## config.mk

```make
export PLATFORM = sky130hd
export DESIGN_NAME = mps_preheat_seq
export DESIGN_NICKNAME = d
export VERILOG_FILES = /design/src/verilog/mps_pkg.sv /design/src/verilog/mps_minute_timer.sv /design/src/verilog/mps_preheat_seq.sv
export SDC_FILE = /design/constraint.sdc
export NUM_CORES = 1
export LEC_CHECK = 0
export BUFFER_PORTS_ARGS = -buffer_cell sky130_fd_sc_hd__clkbuf_2
export CORE_MARGIN = 2
export CORE_UTILIZATION = 40
export CTS_CLUSTER_SIZE = 40
export DETAILED_ROUTE_END_ITERATION = 10
export PLACE_DENSITY_LB_ADDON = 0.2
export SYNTH_ARGS = -nofsm -noshare
export SYNTH_HDL_FRONTEND = slang
export SYNTH_HIERARCHICAL = 1
export SYNTH_SLANG_ARGS = --single-unit
```

## constraint.sdc

```tcl
create_clock -name clock -period 3.18 [get_ports clock]
set_input_delay 0.318 -clock clock [delete_from_list [all_inputs] [get_ports clock]]
set_output_delay 0.318 -clock clock [all_outputs]
set_load 0.05 [all_outputs]
```

## src/verilog/mps_pkg.sv

```systemverilog
// package of constants for the motor preheat sequencer
package mps_pkg;

	// apb register byte offsets
	localparam logic [7:0] ADDR_CONFIG   = 8'h00;
	localparam logic [7:0] ADDR_DELAY    = 8'h04;
	localparam logic [7:0] ADDR_LEVEL    = 8'h08;
	localparam logic [7:0] ADDR_RESTART  = 8'h0C;
	localparam logic [7:0] ADDR_STATUS   = 8'h10;

	// config register field positions
	localparam int CFG_SRC_LSB     = 0;
	localparam int CFG_VBIT_LSB    = 4;
	localparam int CFG_PROFILE_BIT = 8;
	localparam int CFG_CASCADE_BIT = 9;
	localparam int CFG_DELTA_BIT   = 10;
	localparam int CFG_TWOWIRE_BIT = 11;

	// source select codes
	typedef enum logic [1:0]
	{
		SRC_NONE    = 2'b00,
		SRC_AUX3    = 2'b01,
		SRC_AUX4    = 2'b10,
		SRC_VIRTUAL = 2'b11
	} mps_src_type;

	// control profile codes
	localparam logic PROFILE_TORQUE  = 1'b0;
	localparam logic PROFILE_VOLTAGE = 1'b1;

	// reset values, limits and command bit base
	localparam logic [9:0]  RST_DELAY_MIN   = 10'h005;
	localparam logic [6:0]  RST_LEVEL_PCT   = 7'h00;
	localparam logic [9:0]  MAX_DELAY_MIN   = 10'h3E7;
	localparam logic [6:0]  MAX_LEVEL_PCT   = 7'h64;
	localparam logic [2:0]  RST_VBIT        = 3'h0;
	localparam logic [3:0]  CMD_VBIT_BASE   = 4'hB;

	// timing: one minute at the 20 MHz clock
	localparam int MINUTE_S          = 60;
	localparam int CLOCK_HZ          = 20_000_000;
	localparam longint CYCLES_PER_MIN = longint'(MINUTE_S) * longint'(CLOCK_HZ);

endpackage : mps_pkg

```

## src/verilog/mps_minute_timer.sv

```systemverilog
// minute-resolution down timer restarted by a pulse
`timescale 1ns/10ps
module mps_minute_timer
	import mps_pkg::*;
#(
	parameter longint TICKS_PER_MIN = CYCLES_PER_MIN
)
(
	// clock and reset
	input  wire logic       clock,
	input  wire logic       rst_b,
	// control
	input  wire logic       restart,
	input  wire logic [9:0] minutes,
	// status
	output logic            expired
);

	logic [31:0] tick_ff;
	logic [9:0]  left_ff;
	logic        run_ff;

	// sub-minute prescaler, realigned on restart
	always_ff @(posedge clock)
	begin
		if (!rst_b || restart)
			tick_ff <= 32'h0;
		else if (run_ff && left_ff != 10'h0)
		begin
			if (tick_ff == 32'(TICKS_PER_MIN - 1))
				tick_ff <= 32'h0;
			else
				tick_ff <= tick_ff + 32'h1;
		end
	end

	// remaining minutes
	always_ff @(posedge clock)
	begin
		if (!rst_b)
		begin
			left_ff <= 10'h0;
			run_ff  <= 1'b0;
		end
		else if (restart)
		begin
			left_ff <= minutes;
			run_ff  <= 1'b1;
		end
		else if (run_ff && left_ff != 10'h0 && tick_ff == 32'(TICKS_PER_MIN - 1))
			left_ff <= left_ff - 10'h1;
	end

	assign expired = run_ff && left_ff == 10'h0;

endmodule : mps_minute_timer

```

## src/verilog/mps_preheat_seq.sv

```systemverilog
// preheat sequencer top with apb register file
`timescale 1ns/10ps
module mps_preheat_seq
	import mps_pkg::*;
#(
	parameter longint TICKS_PER_MIN = CYCLES_PER_MIN
)
(
	// clock and reset
	input  wire logic        clock,
	input  wire logic        rst_b,
	// apb slave
	input  wire logic        psel,
	input  wire logic        penable,
	input  wire logic        pwrite,
	input  wire logic [7:0]  paddr,
	input  wire logic [31:0] pwdata,
	output logic      [31:0] prdata,
	output logic             pready,
	output logic             pslverr,
	// motor and operator inputs
	input  wire logic        motor_stopped,
	input  wire logic        stop_terminal,
	input  wire logic        run_cmd,
	input  wire logic        stop_cmd,
	input  wire logic        aux_input_three,
	input  wire logic        aux_input_four,
	input  wire logic [15:0] command_word,
	// heating outputs
	output logic             preheating_indication,
	output logic             heat_inject,
	output logic      [6:0]  preheat_current_level,
	output logic             thermal_monitor_enable,
	output logic             firing_no_rotation,
	output logic             control_profile_select
);

	typedef enum logic [1:0]
	{
		ST_IDLE    = 2'b00,
		ST_WAIT    = 2'b01,
		ST_HEAT    = 2'b10,
		ST_REARM   = 2'b11
	} mps_state_type;

	mps_state_type state_ff;
	mps_state_type nxt_state;

	logic [1:0] src_ff;
	logic [2:0] vbit_ff;
	logic       profile_ff;
	logic       cascade_ff;
	logic       delta_ff;
	logic       twowire_ff;
	logic [9:0] delay_ff;
	logic [6:0] level_ff;
	logic [9:0] restart_ff;
	logic       stopped_d_ff;
	logic       tpr_expired;
	logic       tbs_expired;
	logic       stop_edge;
	logic       request;
	logic       barred;
	logic       conditions;
	logic       end_cond;
	logic       wr_en;
	logic       rd_en;
	logic [31:0] nxt_prdata;

	// decode a byte address to a known register
	function automatic logic addr_valid(input logic [7:0] a);
		addr_valid = (a == ADDR_CONFIG) || (a == ADDR_DELAY) || (a == ADDR_LEVEL) ||
			(a == ADDR_RESTART) || (a == ADDR_STATUS);
	endfunction : addr_valid

	assign wr_en   = psel && penable && pwrite && addr_valid(paddr);
	assign rd_en   = psel && !penable && !pwrite;
	assign pready  = 1'b1;
	assign pslverr = psel && penable && !addr_valid(paddr);

	// config register
	always_ff @(posedge clock)
	begin
		if (!rst_b)
		begin
			src_ff     <= SRC_NONE;
			vbit_ff    <= RST_VBIT;
			profile_ff <= PROFILE_TORQUE;
			cascade_ff <= 1'b0;
			delta_ff   <= 1'b0;
			twowire_ff <= 1'b0;
		end
		else if (wr_en && paddr == ADDR_CONFIG)
		begin
			src_ff     <= pwdata[CFG_SRC_LSB +: 2];
			vbit_ff    <= (pwdata[CFG_VBIT_LSB +: 3] > 3'h4) ? 3'h4 : pwdata[CFG_VBIT_LSB +: 3];
			profile_ff <= pwdata[CFG_PROFILE_BIT];
			cascade_ff <= pwdata[CFG_CASCADE_BIT];
			delta_ff   <= pwdata[CFG_DELTA_BIT];
			twowire_ff <= pwdata[CFG_TWOWIRE_BIT];
		end
	end

	// preheat delay and level, writable only with a source assigned
	always_ff @(posedge clock)
	begin
		if (!rst_b)
		begin
			delay_ff <= RST_DELAY_MIN;
			level_ff <= RST_LEVEL_PCT;
		end
		else if (wr_en && src_ff != SRC_NONE)
		begin
			if (paddr == ADDR_DELAY)
				delay_ff <= (pwdata[9:0] > MAX_DELAY_MIN) ? MAX_DELAY_MIN : pwdata[9:0];
			if (paddr == ADDR_LEVEL)
				level_ff <= (pwdata[6:0] > MAX_LEVEL_PCT || pwdata[31:7] != 25'h0) ?
					MAX_LEVEL_PCT : pwdata[6:0];
		end
	end

	// restart delay in minutes
	always_ff @(posedge clock)
	begin
		if (!rst_b)
			restart_ff <= 10'h0;
		else if (wr_en && paddr == ADDR_RESTART)
			restart_ff <= (pwdata[9:0] > MAX_DELAY_MIN) ? MAX_DELAY_MIN : pwdata[9:0];
	end

	// read data, registered in the setup phase
	always_comb
	begin
		nxt_prdata = 32'h0;
		case (paddr)
			ADDR_CONFIG:
				nxt_prdata = {20'h0, twowire_ff, delta_ff, cascade_ff, profile_ff,
					1'b0, vbit_ff, 2'b00, src_ff};
			ADDR_DELAY:
				nxt_prdata = (src_ff != SRC_NONE) ? {22'h0, delay_ff} : 32'h0;
			ADDR_LEVEL:
				nxt_prdata = (src_ff != SRC_NONE) ? {25'h0, level_ff} : 32'h0;
			ADDR_RESTART:
				nxt_prdata = {22'h0, restart_ff};
			ADDR_STATUS:
				nxt_prdata = {26'h0, state_ff, tbs_expired, tpr_expired,
					heat_inject, preheating_indication};
			default:
				nxt_prdata = 32'h0;
		endcase
	end

	always_ff @(posedge clock)
	begin
		if (!rst_b)
			prdata <= 32'h0;
		else if (rd_en)
			prdata <= nxt_prdata;
	end

	// stop edge restarts both timers together
	always_ff @(posedge clock)
	begin
		if (!rst_b)
			stopped_d_ff <= 1'b0;
		else
			stopped_d_ff <= motor_stopped;
	end

	assign stop_edge = motor_stopped && !stopped_d_ff;

	mps_minute_timer #(
		.TICKS_PER_MIN (TICKS_PER_MIN)
	) u_tpr (
		.clock   (clock),
		.rst_b   (rst_b),
		.restart (stop_edge),
		.minutes (delay_ff),
		.expired (tpr_expired)
	);

	mps_minute_timer #(
		.TICKS_PER_MIN (TICKS_PER_MIN)
	) u_tbs (
		.clock   (clock),
		.rst_b   (rst_b),
		.restart (stop_edge),
		.minutes (restart_ff),
		.expired (tbs_expired)
	);

	// selected request source
	always_comb
	begin
		case (src_ff)
			SRC_AUX3:    request = aux_input_three;
			SRC_AUX4:    request = aux_input_four;
			SRC_VIRTUAL: request = command_word[CMD_VBIT_BASE + {1'b0, vbit_ff}];
			default:     request = 1'b0;
		endcase
	end

	assign barred     = cascade_ff || delta_ff || twowire_ff;
	assign conditions = motor_stopped && tpr_expired && tbs_expired &&
		stop_terminal && request && !barred;
	assign end_cond   = !request || run_cmd || stop_cmd || barred || !motor_stopped;

	// sequencer
	always_comb
	begin
		nxt_state = state_ff;
		case (state_ff)
			ST_IDLE:
				if (request && !barred && motor_stopped && !run_cmd && !stop_cmd)
					nxt_state = ST_WAIT;
			ST_WAIT:
				if (end_cond)
					nxt_state = ST_REARM;
				else if (conditions)
					nxt_state = ST_HEAT;
			ST_HEAT:
				if (end_cond || !stop_terminal)
					nxt_state = ST_REARM;
			ST_REARM:
				if (!request && !run_cmd && !stop_cmd)
					nxt_state = ST_IDLE;
			default:
				nxt_state = ST_IDLE;
		endcase
	end

	always_ff @(posedge clock)
	begin
		if (!rst_b)
			state_ff <= ST_IDLE;
		else
			state_ff <= nxt_state;
	end

	// outputs
	always_ff @(posedge clock)
	begin
		if (!rst_b)
			preheat_current_level <= RST_LEVEL_PCT;
		else
			preheat_current_level <= level_ff;
	end

	assign preheating_indication  = state_ff == ST_WAIT || state_ff == ST_HEAT;
	assign heat_inject            = state_ff == ST_HEAT;
	assign thermal_monitor_enable = state_ff != ST_HEAT;
	assign firing_no_rotation     = state_ff == ST_HEAT;
	assign control_profile_select = profile_ff;

endmodule : mps_preheat_seq
```

After elaboration in Yosys (flattened, before gate mapping)
Index checks and enable logic that the tools add are counted.
- reductions and logical operators: 65
- multiplexer cells: 21
- add/sub/neg operators: 5
- equality and inequality tests: 17
- magnitude comparators: 4
- operators with widths (kind ; number):
    $add 32x1->32 const B ; 2
    $eq 32x31->1 const B ; 2
    $mux 32 ; 2
    $mux 10 ; 6
    $pmux 12 s5 ; 1
    $logic_and 1x1->1 ; 27
    $reduce_bool 25->1 ; 1
    $logic_not 10->1 ; 2
    $reduce_bool 10->1 ; 2
    $sub 10x1->10 const B ; 2
    $eq 8x4->1 const B ; 2
    $logic_or 1x1->1 ; 14
    $mux 7 ; 2
    $logic_not 1->1 ; 11
    $gt 10x10->1 const B ; 1
    $mux 2 ; 5
    $eq 2x2->1 const B ; 4
    $eq 8x3->1 const B ; 1
    $eq 8x5->1 const B ; 1
    $logic_not 8->1 ; 1
    $pmux 2 s4 ; 1
    $gt 7x7->1 const B ; 1
    $ne 2x2->1 const B ; 3
    $reduce_bool 2->1 ; 3
    other kinds (13) ; 15
- bits in registers: 163
- input bits: 67
- output and inout port bits: 46

Longest topological paths before layout
Gate-level depths: netlist of run 1.
- depth in word-level cells: 12
- depth in mapped cells: 12
- depth with buffers taken out: 11

Cells and area by module
Netlist of run 1, hierarchy kept.
- modules (own cells, without submodules) (module ; instances ; cells each ; seq. area each (µm²) ; area an instance (µm²)):
    mps_minute_timer ; 2 ; 277 ; 860.8 ; 2299.7
    mps_preheat_seq ; 1 ; 370 ; 1161.1 ; 3165.5

Worst setup path after synthesis of run 1
Ideal clock, no wire load.
- path type: register to register
- from: reg u_tbs.left_ff[0]
- to: reg state_ff[1]
- stages on the path, launching flop included: 13
- setup slack: 0.594 ns
- clock period less this slack: 2.586 ns
- buffers on the path: 1
- data arrival time: 2.468 ns
- cells stage by stage: dfxtp_1 -> inv_1 -> ha_1 -> or4b_2 -> buf_2 -> nor3_1 -> and2_1 -> nand3_1 -> a221oi_1 -> nand2_1 -> a21oi_1 -> mux2i_1 -> nor2b_1
- word-level cells in the longest chain between the ends: 8
- RTL lines (what ; RTL line ; RTL):
    start, declared ; mps_minute_timer.sv:20 ; logic [9:0] left_ff;
    start signal, assigned ; mps_minute_timer.sv:47 ; left_ff <= minutes;
    start signal, assigned ; mps_minute_timer.sv:51 ; left_ff <= left_ff - 10'h1;
    $logic_not 10->1 ; mps_minute_timer.sv:54 ; assign expired = run_ff && left_ff == 10'h0;
    $logic_and 1x1->1 ; mps_minute_timer.sv:54 ;
    named net tbs_expired ; mps_preheat_seq.sv:60 ; logic tbs_expired;
    $logic_and 1x1->1 (2 in a row) ; mps_preheat_seq.sv:204 ; assign conditions = motor_stopped && tpr_expired && tbs_expired &&
    $logic_and 1x1->1 (2 in a row) ; mps_preheat_seq.sv:205 ; stop_terminal && request && !barred;
    $ne 3x3->1 (no line) ; - ;
    $reduce_and 4->1 (no line) ; - ;
    end signal, assigned ; mps_preheat_seq.sv:237 ; state_ff <= nxt_state;
    end, declared ; mps_preheat_seq.sv:46 ; mps_state_type state_ff;
The timed path passes the listed nets, and every way through them passes these cells.
A chain may end at the register's enable or synchronous reset.

Worst setup path in the final report of run 1
- from: reg u_tpr.left_ff[0]
- to: reg state_ff[1]
- word-level cells in the longest chain between the ends: 9
- RTL lines (what ; RTL line ; RTL):
    start, declared ; mps_minute_timer.sv:20 ;
    start signal, assigned ; mps_minute_timer.sv:47 ;
    start signal, assigned ; mps_minute_timer.sv:51 ;
    $logic_not 10->1 ; mps_minute_timer.sv:54 ;
    $logic_and 1x1->1 ; mps_minute_timer.sv:54 ;
    named net tpr_expired ; mps_preheat_seq.sv:59 ; logic tpr_expired;
    $logic_and 1x1->1 (3 in a row) ; mps_preheat_seq.sv:204 ;
    $logic_and 1x1->1 (2 in a row) ; mps_preheat_seq.sv:205 ;
    $ne 3x3->1 (no line) ; - ;
    $reduce_and 4->1 (no line) ; - ;
The timed path passes the listed nets, and every way through them passes these cells.

==> results.toml, run 1 <==
[status]
status = "completed"

[power_and_ir_drop]
switchingPower_uw = 1140
seqPwrFrac_pct = 41.9
total_power_uw = 4420
leakage_uw = 0.00321
power.internal_uw = 3280
switching_share_pct = 25.8
p_clk_share_pct = 49.7
p_per_area_nw_per_um2 = 490
ir_worst_vdd_mv = 0.343
p_comb_share_pct = 8.4

[route]
vias_per_cell = 5.49
wire_per_inst_um = 15.6
first_iter_violations = 467
first_pass_iters = 5
route.detailed.drc = 0
vias = 6993
ant_nets = 0
wl_um = 19900

[clocking]
cts_max_level = 4
cts_resized = 0
clock_path_buffers = 2
cts_tree = "yes"
cts_buffers = 17
post_cts_buffers = 0
cts_root_buf = "clkbuf_16"
clkSinkCount = 144
clk_pin_slew_ns = 0.06
clk_latency_ns = 0.43
hold_buffers = 0

[hold_path]
hold_end = "stopped_d_ff"
hold_path.class = "primary input to flop"
hold_start = "motor_stopped"
hold_depth = 2

[layout]
final-seq-area_um2 = 2880
area_growth_pct = 16.1
layout_commonest_cell = "dfxtp_1"
nets = 1077
multi_input_area_um2 = 4470
fillers = 1889
final_cell_mix = "dfxtp_1 (144), clkbuf_2 (91), nor2_1 (83)"
antenna_cells = 0
drive_above_1_share_pct = 17.6

[sta]
hold_viol = 0
slew-limit-headroom_pct = 53.7
rsz0062_at_grt = "false"
final.period_utilization_pct = 90.9
fin_skew_ns = 0.0125
finalCriticalPeriod_ns = 2.89
setup-violations-final = 0
finalSetupTns_ns = 0
fmax_mhz = 346
tightestPinTransition_ns = 0.688
finalMaxSlewViolations = 0

[setup_path]
cp-start-kind = "flop"
critical_path_required_ns = 3.50
worstPathCellList = "inv_1 -> ha_1 -> or4b_2 -> nor3_2 -> and2_1 -> nand3_1 -> a221oi_1 -> nand2_1 -> a21oi_1 -> mux2i_1 -> nor2b_1"
critical_path_class = "flop to flop"
ff2ff_setup_slack_ns = 0.29
cp_slowest_stage_delay_ns = 0.71
r2r-end = "state_ff[1]"
crit_slowest_cell = "or4b_2"
reg2reg_depth = 11
end_kind = "flop"
critPathMaxFanout = 6
arrival_ns = 3.21
r2r_start = "u_tpr/left_ff[0]"

[synthesis]
netlist_area_um2 = 7760
synthSimpleGateAreaFrac_pct = 32.8
synth-seq-cells = 144
synth_compound_area_share_pct = 12.9
synth_edf_count = 0
synthArstFlopShare_pct = 0
yosys_warnings = 6
synth_top_family_by_area = "simple AND/OR/NAND/NOR gates"
seq_area_frac_synth_pct = 37.1
postSynthCellCount = 924
synthAdderAreaFrac_pct = 1.45
synth.area.mux_share_pct = 2.42
avgSynthCellArea_um2 = 8.40
synth_xor_area_share_pct = 6.88
synth-main-ff-cell = "dfxtp_1"
synth.distinct_cells = 71

[floorplanning]
die_y_um = 143
die_w_um = 143
start_util_pct = 41.1
core_um2 = 18900
ios = 113
fp.dieArea_um2 = 20500
rows = 50

[job]
maxCapViolCount = 0

[global_routing]
grt_pass1_vias = 6514
grt_pass1_wl_um = 33300
antenna_found_initial = 0
grt_max_degree = 66
overflow = 0
track_usage_pct = 20.3

[placement]
gp_congestion = 0.866
dp_hpwl_um = 14400
port-buffer-count = 91
-- sequential cells by signal (all words and copies together), names as in the netlist, 3 cells and up --
name                   flops
u_tpr/tick_ff             32
delay_ff                  10
preheat_current_level      7
vbit_ff                    3
prdata                    12
u_tpr/left_ff             10
u_tbs/left_ff             10
restart_ff                10
u_tbs/tick_ff             32
level_ff                   7
-- how the worst max path moves through the flow --
stage	cells past startpoint	slack, ns	start	end
2_1_floorplan	12	0.59	u_tbs/left_ff[0]	state_ff[1]
3_3_place_gp	11	0.35	u_tpr/left_ff[0]	state_ff[1]
3_5_place_dp	11	0.25	u_tpr/left_ff[0]	state_ff[1]
4_1_cts	11	0.24	u_tpr/left_ff[0]	state_ff[1]
5_1_grt	11	0.02	u_tbs/left_ff[0]	state_ff[1]
6_report	11	0.29	u_tpr/left_ff[0]	state_ff[1]
-- layout make-up --
type	instances	area share, %
sequential	144	32.0
timing repair buffer	108	6.61
clock inverter	15	2.41
tap	260	3.61
multi-input combinational	705	49.6
inverter	25	1.04
clock buffer	17	4.72
-- per-stage QoR --
| step | instance area, um2 | std cells | hold WS, ns | setup WS (ns) | util [%] |
|---|---|---|---|---|---|
| detailed placement | 8370 | 1242 | 0.460 | 0.249 | 44.3 |
| finish | 9010 | 1274 | 0.140 | 0.289 | 47.7 |
| floorplan | 7840 | 943 | 0.440 | 0.594 | - |
| global route | 9010 | 1274 | 0.150 | 0.0248 | 47.7 |
| CTS | 9010 | 1274 | 0.126 | 0.236 | 47.7 |
| global placement | 8370 | 1242 | 0.458 | 0.354 | 44.3 |
-- routing by layer --
metal,vias up,GRT usage [%],wire length (um),part of all wire (%)
li1,3502,-,-,-
met1,3257,28.6,9830,49
met2,207,31.2,8850,44
met3,27,3.87,821,4.1
met4,0,6.66,418,2.1
met5,-,0,0,0
-- synthesized netlist by cell type (6+ instances only) --
master | n | share of area (%)
a21boi_0 | 18 | 1.7
a21oi_1 | 27 | 1.7
a221oi_1 | 7 | 0.79
a22oi_1 | 7 | 0.68
a31oi_1 | 12 | 0.97
and2_1 | 20 | 1.6
and3_1 | 10 | 0.81
and4_1 | 13 | 1.5
buf_2 | 17 | 1.1
buf_4 | 24 | 2.3
clkbuf_1 | 23 | 1.1
dfxtp_1 | 144 | 37
ha_1 | 9 | 1.5
inv_1 | 25 | 1.2
mux2_2 | 6 | 0.87
mux2i_1 | 12 | 1.5
nand2_1 | 74 | 3.6
nand3_1 | 56 | 3.6
nand4_1 | 30 | 2.4
nor2_1 | 83 | 4.0
nor2b_1 | 16 | 1.3
nor3_1 | 31 | 2.0
nor3b_1 | 10 | 0.97
nor4_1 | 42 | 3.4
nor4b_1 | 6 | 0.68
o21a_1 | 7 | 0.68
o21ai_0 | 23 | 1.5
o31ai_1 | 9 | 0.87
or4_1 | 9 | 0.87
or4_2 | 8 | 0.90
xnor2_1 | 45 | 5.1
xor2_1 | 16 | 1.8
-- logic make-up after synthesis --
logic type                 Yosys count
buffers and inverters               94
AOI/OAI and AO/OA                  144
DFF                                144
adders and majority gates            9
xor gates and xnor gates            61
muxes                               18
and+or+nand+nor                    452
other                                2
-- worst max-delay path, delay by kind of cell, from the launching register on --
kind                     cells  cell delay, ns
AND/OR/NAND/NOR              6            1.44
multiplexers                 1            0.21
flip-flops                   1            0.34
adder cells (fa/ha/maj)      1            0.21
AO/OA/AOI/OAI                2            0.54
buffers and inverters        1            0.06
-- power groups by stage --
stage               clock (uW)  sequential [uW]  combinational [uW]
floorplan                    0             1900                 254
global placement             0             1890                 367
detailed placement           0             1890                 366
CTS                       2240             1850                 368
global route              2330             1860                 407
finish                    2200             1850                 370
Power figures use the tool's default switching activity.
==> run 2, diff against run 1 <==
--- a/config.mk
+++ b/config.mk
@@ -6,11 +6,13 @@
 export NUM_CORES = 1
 export LEC_CHECK = 0
 export BUFFER_PORTS_ARGS = -buffer_cell sky130_fd_sc_hd__clkbuf_2
+export CAP_MARGIN = 20
 export CORE_MARGIN = 2
 export CORE_UTILIZATION = 40
 export CTS_CLUSTER_SIZE = 40
 export DETAILED_ROUTE_END_ITERATION = 10
 export PLACE_DENSITY_LB_ADDON = 0.2
+export RECOVER_POWER = 50
 export SYNTH_ARGS = -nofsm -noshare
 export SYNTH_HDL_FRONTEND = slang
 export SYNTH_HIERARCHICAL = 1
==> results.toml, run 2 (synthesis gave the netlist of run 1 again) <==
[sta]
finalMaxSlewViolations = 0
finalCriticalPeriod_ns = 2.86
rsz0062_at_grt = "false"
hold_viol = 0
tightestPinTransition_ns = 0.940
slew-limit-headroom_pct = 37.4
final.period_utilization_pct = 89.8
fmax_mhz = 350
finalSetupTns_ns = 0
setup-violations-final = 0
fin_skew_ns = 0.0127

[floorplanning]
fp.dieArea_um2 = 20500
core_um2 = 18900
start_util_pct = 41.1
die_w_um = 143
ios = 113
die_y_um = 143
rows = 50

[layout]
finish.utilization_pct = 47.3
final_cell_mix = "dfxtp_1 (144), nor2_1 (83), nand2_1 (76)"
reg_top3 = "u_tbs/tick_ff: 32 flops, u_tpr/tick_ff: 32 flops, prdata: 12 flops"
antenna_cells = 0
nets = 1077
final_cell_area_um2 = 8930
area_growth_pct = 15.0
fin_cells = 1274
multi_input_area_um2 = 4440
layout_commonest_cell = "dfxtp_1"
drive_above_1_share_pct = 13.9
final-seq-area_um2 = 2880
fillers = 1907

[clocking]
hold_buffers = 0
clkSinkCount = 144
cts_tree = "yes"
post_cts_buffers = 0
cts_root_buf = "clkbuf_16"
clock_path_buffers = 2
clk_latency_ns = 0.43
clk_pin_slew_ns = 0.06
cts_max_level = 4
cts_buffers = 17

[power_and_ir_drop]
total_power_uw = 4410
p_per_area_nw_per_um2 = 494
ir_worst_vdd_mv = 0.342
leakage_uw = 0.00309

[setup_path]
critical_path_required_ns = 3.50
end_kind = "flop"
cp-start-kind = "flop"
critPathMaxFanout = 6
critical_path_class = "flop to flop"
arrival_ns = 3.18

[global_routing]
grt_max_degree = 66
grt_pass1_wl_um = 33300
antenna_found_initial = 0
grt_pass1_vias = 6514
overflow = 0
track_usage_pct = 20.3

[placement]
dp_hpwl_um = 14400
dp.cells = 1242
place_area_um2 = 8370
gp_congestion = 0.866
port-buffer-count = 91

[route]
wire_per_inst_um = 15.6
vias = 6976
first_pass_iters = 5
ant_nets = 0
first_iter_violations = 404
wl_um = 19900
route.detailed.drc = 0
vias_per_cell = 5.48

[job]
maxCapViolCount = 0

[status]
status = "completed"

[hold_path]
hold_path.class = "primary input to flop"
[run 2: cell count changes in the layout (fill, tap and decap cells not counted), moves of 2 or more]
cell	change
clkbuf_1	+30
clkbuf_2	-26
and2_0	+4
and2_1	-4
buf_4	-4
nor3_1	+3
nand2_1	+2
nand2_2	-2
nor3_2	-2
[run 2: layout make-up]
class,instances,area share (%)
multi-input cells,705,49.7
flip-flops and latches,144,32.3
repair buffers,108,6.14
clock buffers,17,4.76
well taps,260,3.64
clock inverters,15,2.44
inverters,25,1.05
[run 2: worst paths after layout]
| check | endpoint | from | depth (start not counted) | slack (ns) |
|---|---|---|---|---|
| worst max-delay path | state_ff[1] | u_tpr/left_ff[0] | 11 | 0.32 |
| worst min-delay path | stopped_d_ff | motor_stopped | 2 | 0.14 |
| worst max register to register | state_ff[1] | u_tpr/left_ff[0] | 11 | 0.32 |
| worst min register to register | prdata[11] | prdata[11] | 2 | 0.47 |
[run 2: metal layers]
| metal | vias to the layer above | wire (um) | GRT usage (%) |
|---|---|---|---|
| met5 | - | 0 | 0 |
| met4 | 0 | 403 | 6.66 |
| met3 | 23 | 846 | 3.87 |
| met2 | 201 | 8840 | 31.2 |
| met1 | 3248 | 9840 | 28.6 |
| li1 | 3504 | - | - |
[run 2: worst max-delay path, cell delays in order, from the launching register on]
cell and delay [ns]:
dfxtp_1 0.34, inv_1 0.06, ha_1 0.21, or4b_2 0.70, nor3_2 0.21, and2_1 0.24
nand3_1 0.11, a221oi_1 0.30, nand2_1 0.09, a21oi_1 0.24, mux2i_1 0.21, nor2b_1 0.05
[run 2: timing repair]
action,CTS,global route
hold endpoints to repair,0,0
setup endpoints to repair,0,1
gates resized for setup,0,1
[run 2: where the power goes]
part           leakage (uW)  internal [uW]  total (uW)  switching (uW)
clock network      0.000312           1340        2190             853
registers           0.00116           1830        1850            27.1
logic               0.00161            112         367             254
[run 2: stage by stage]
step                worst slack (ns)  hold slack, ns
CTS                            0.236           0.126
global placement               0.354           0.458
detailed placement             0.249           0.460
floorplan                      0.594           0.440
global route                  0.0248           0.150
finish                         0.324           0.141
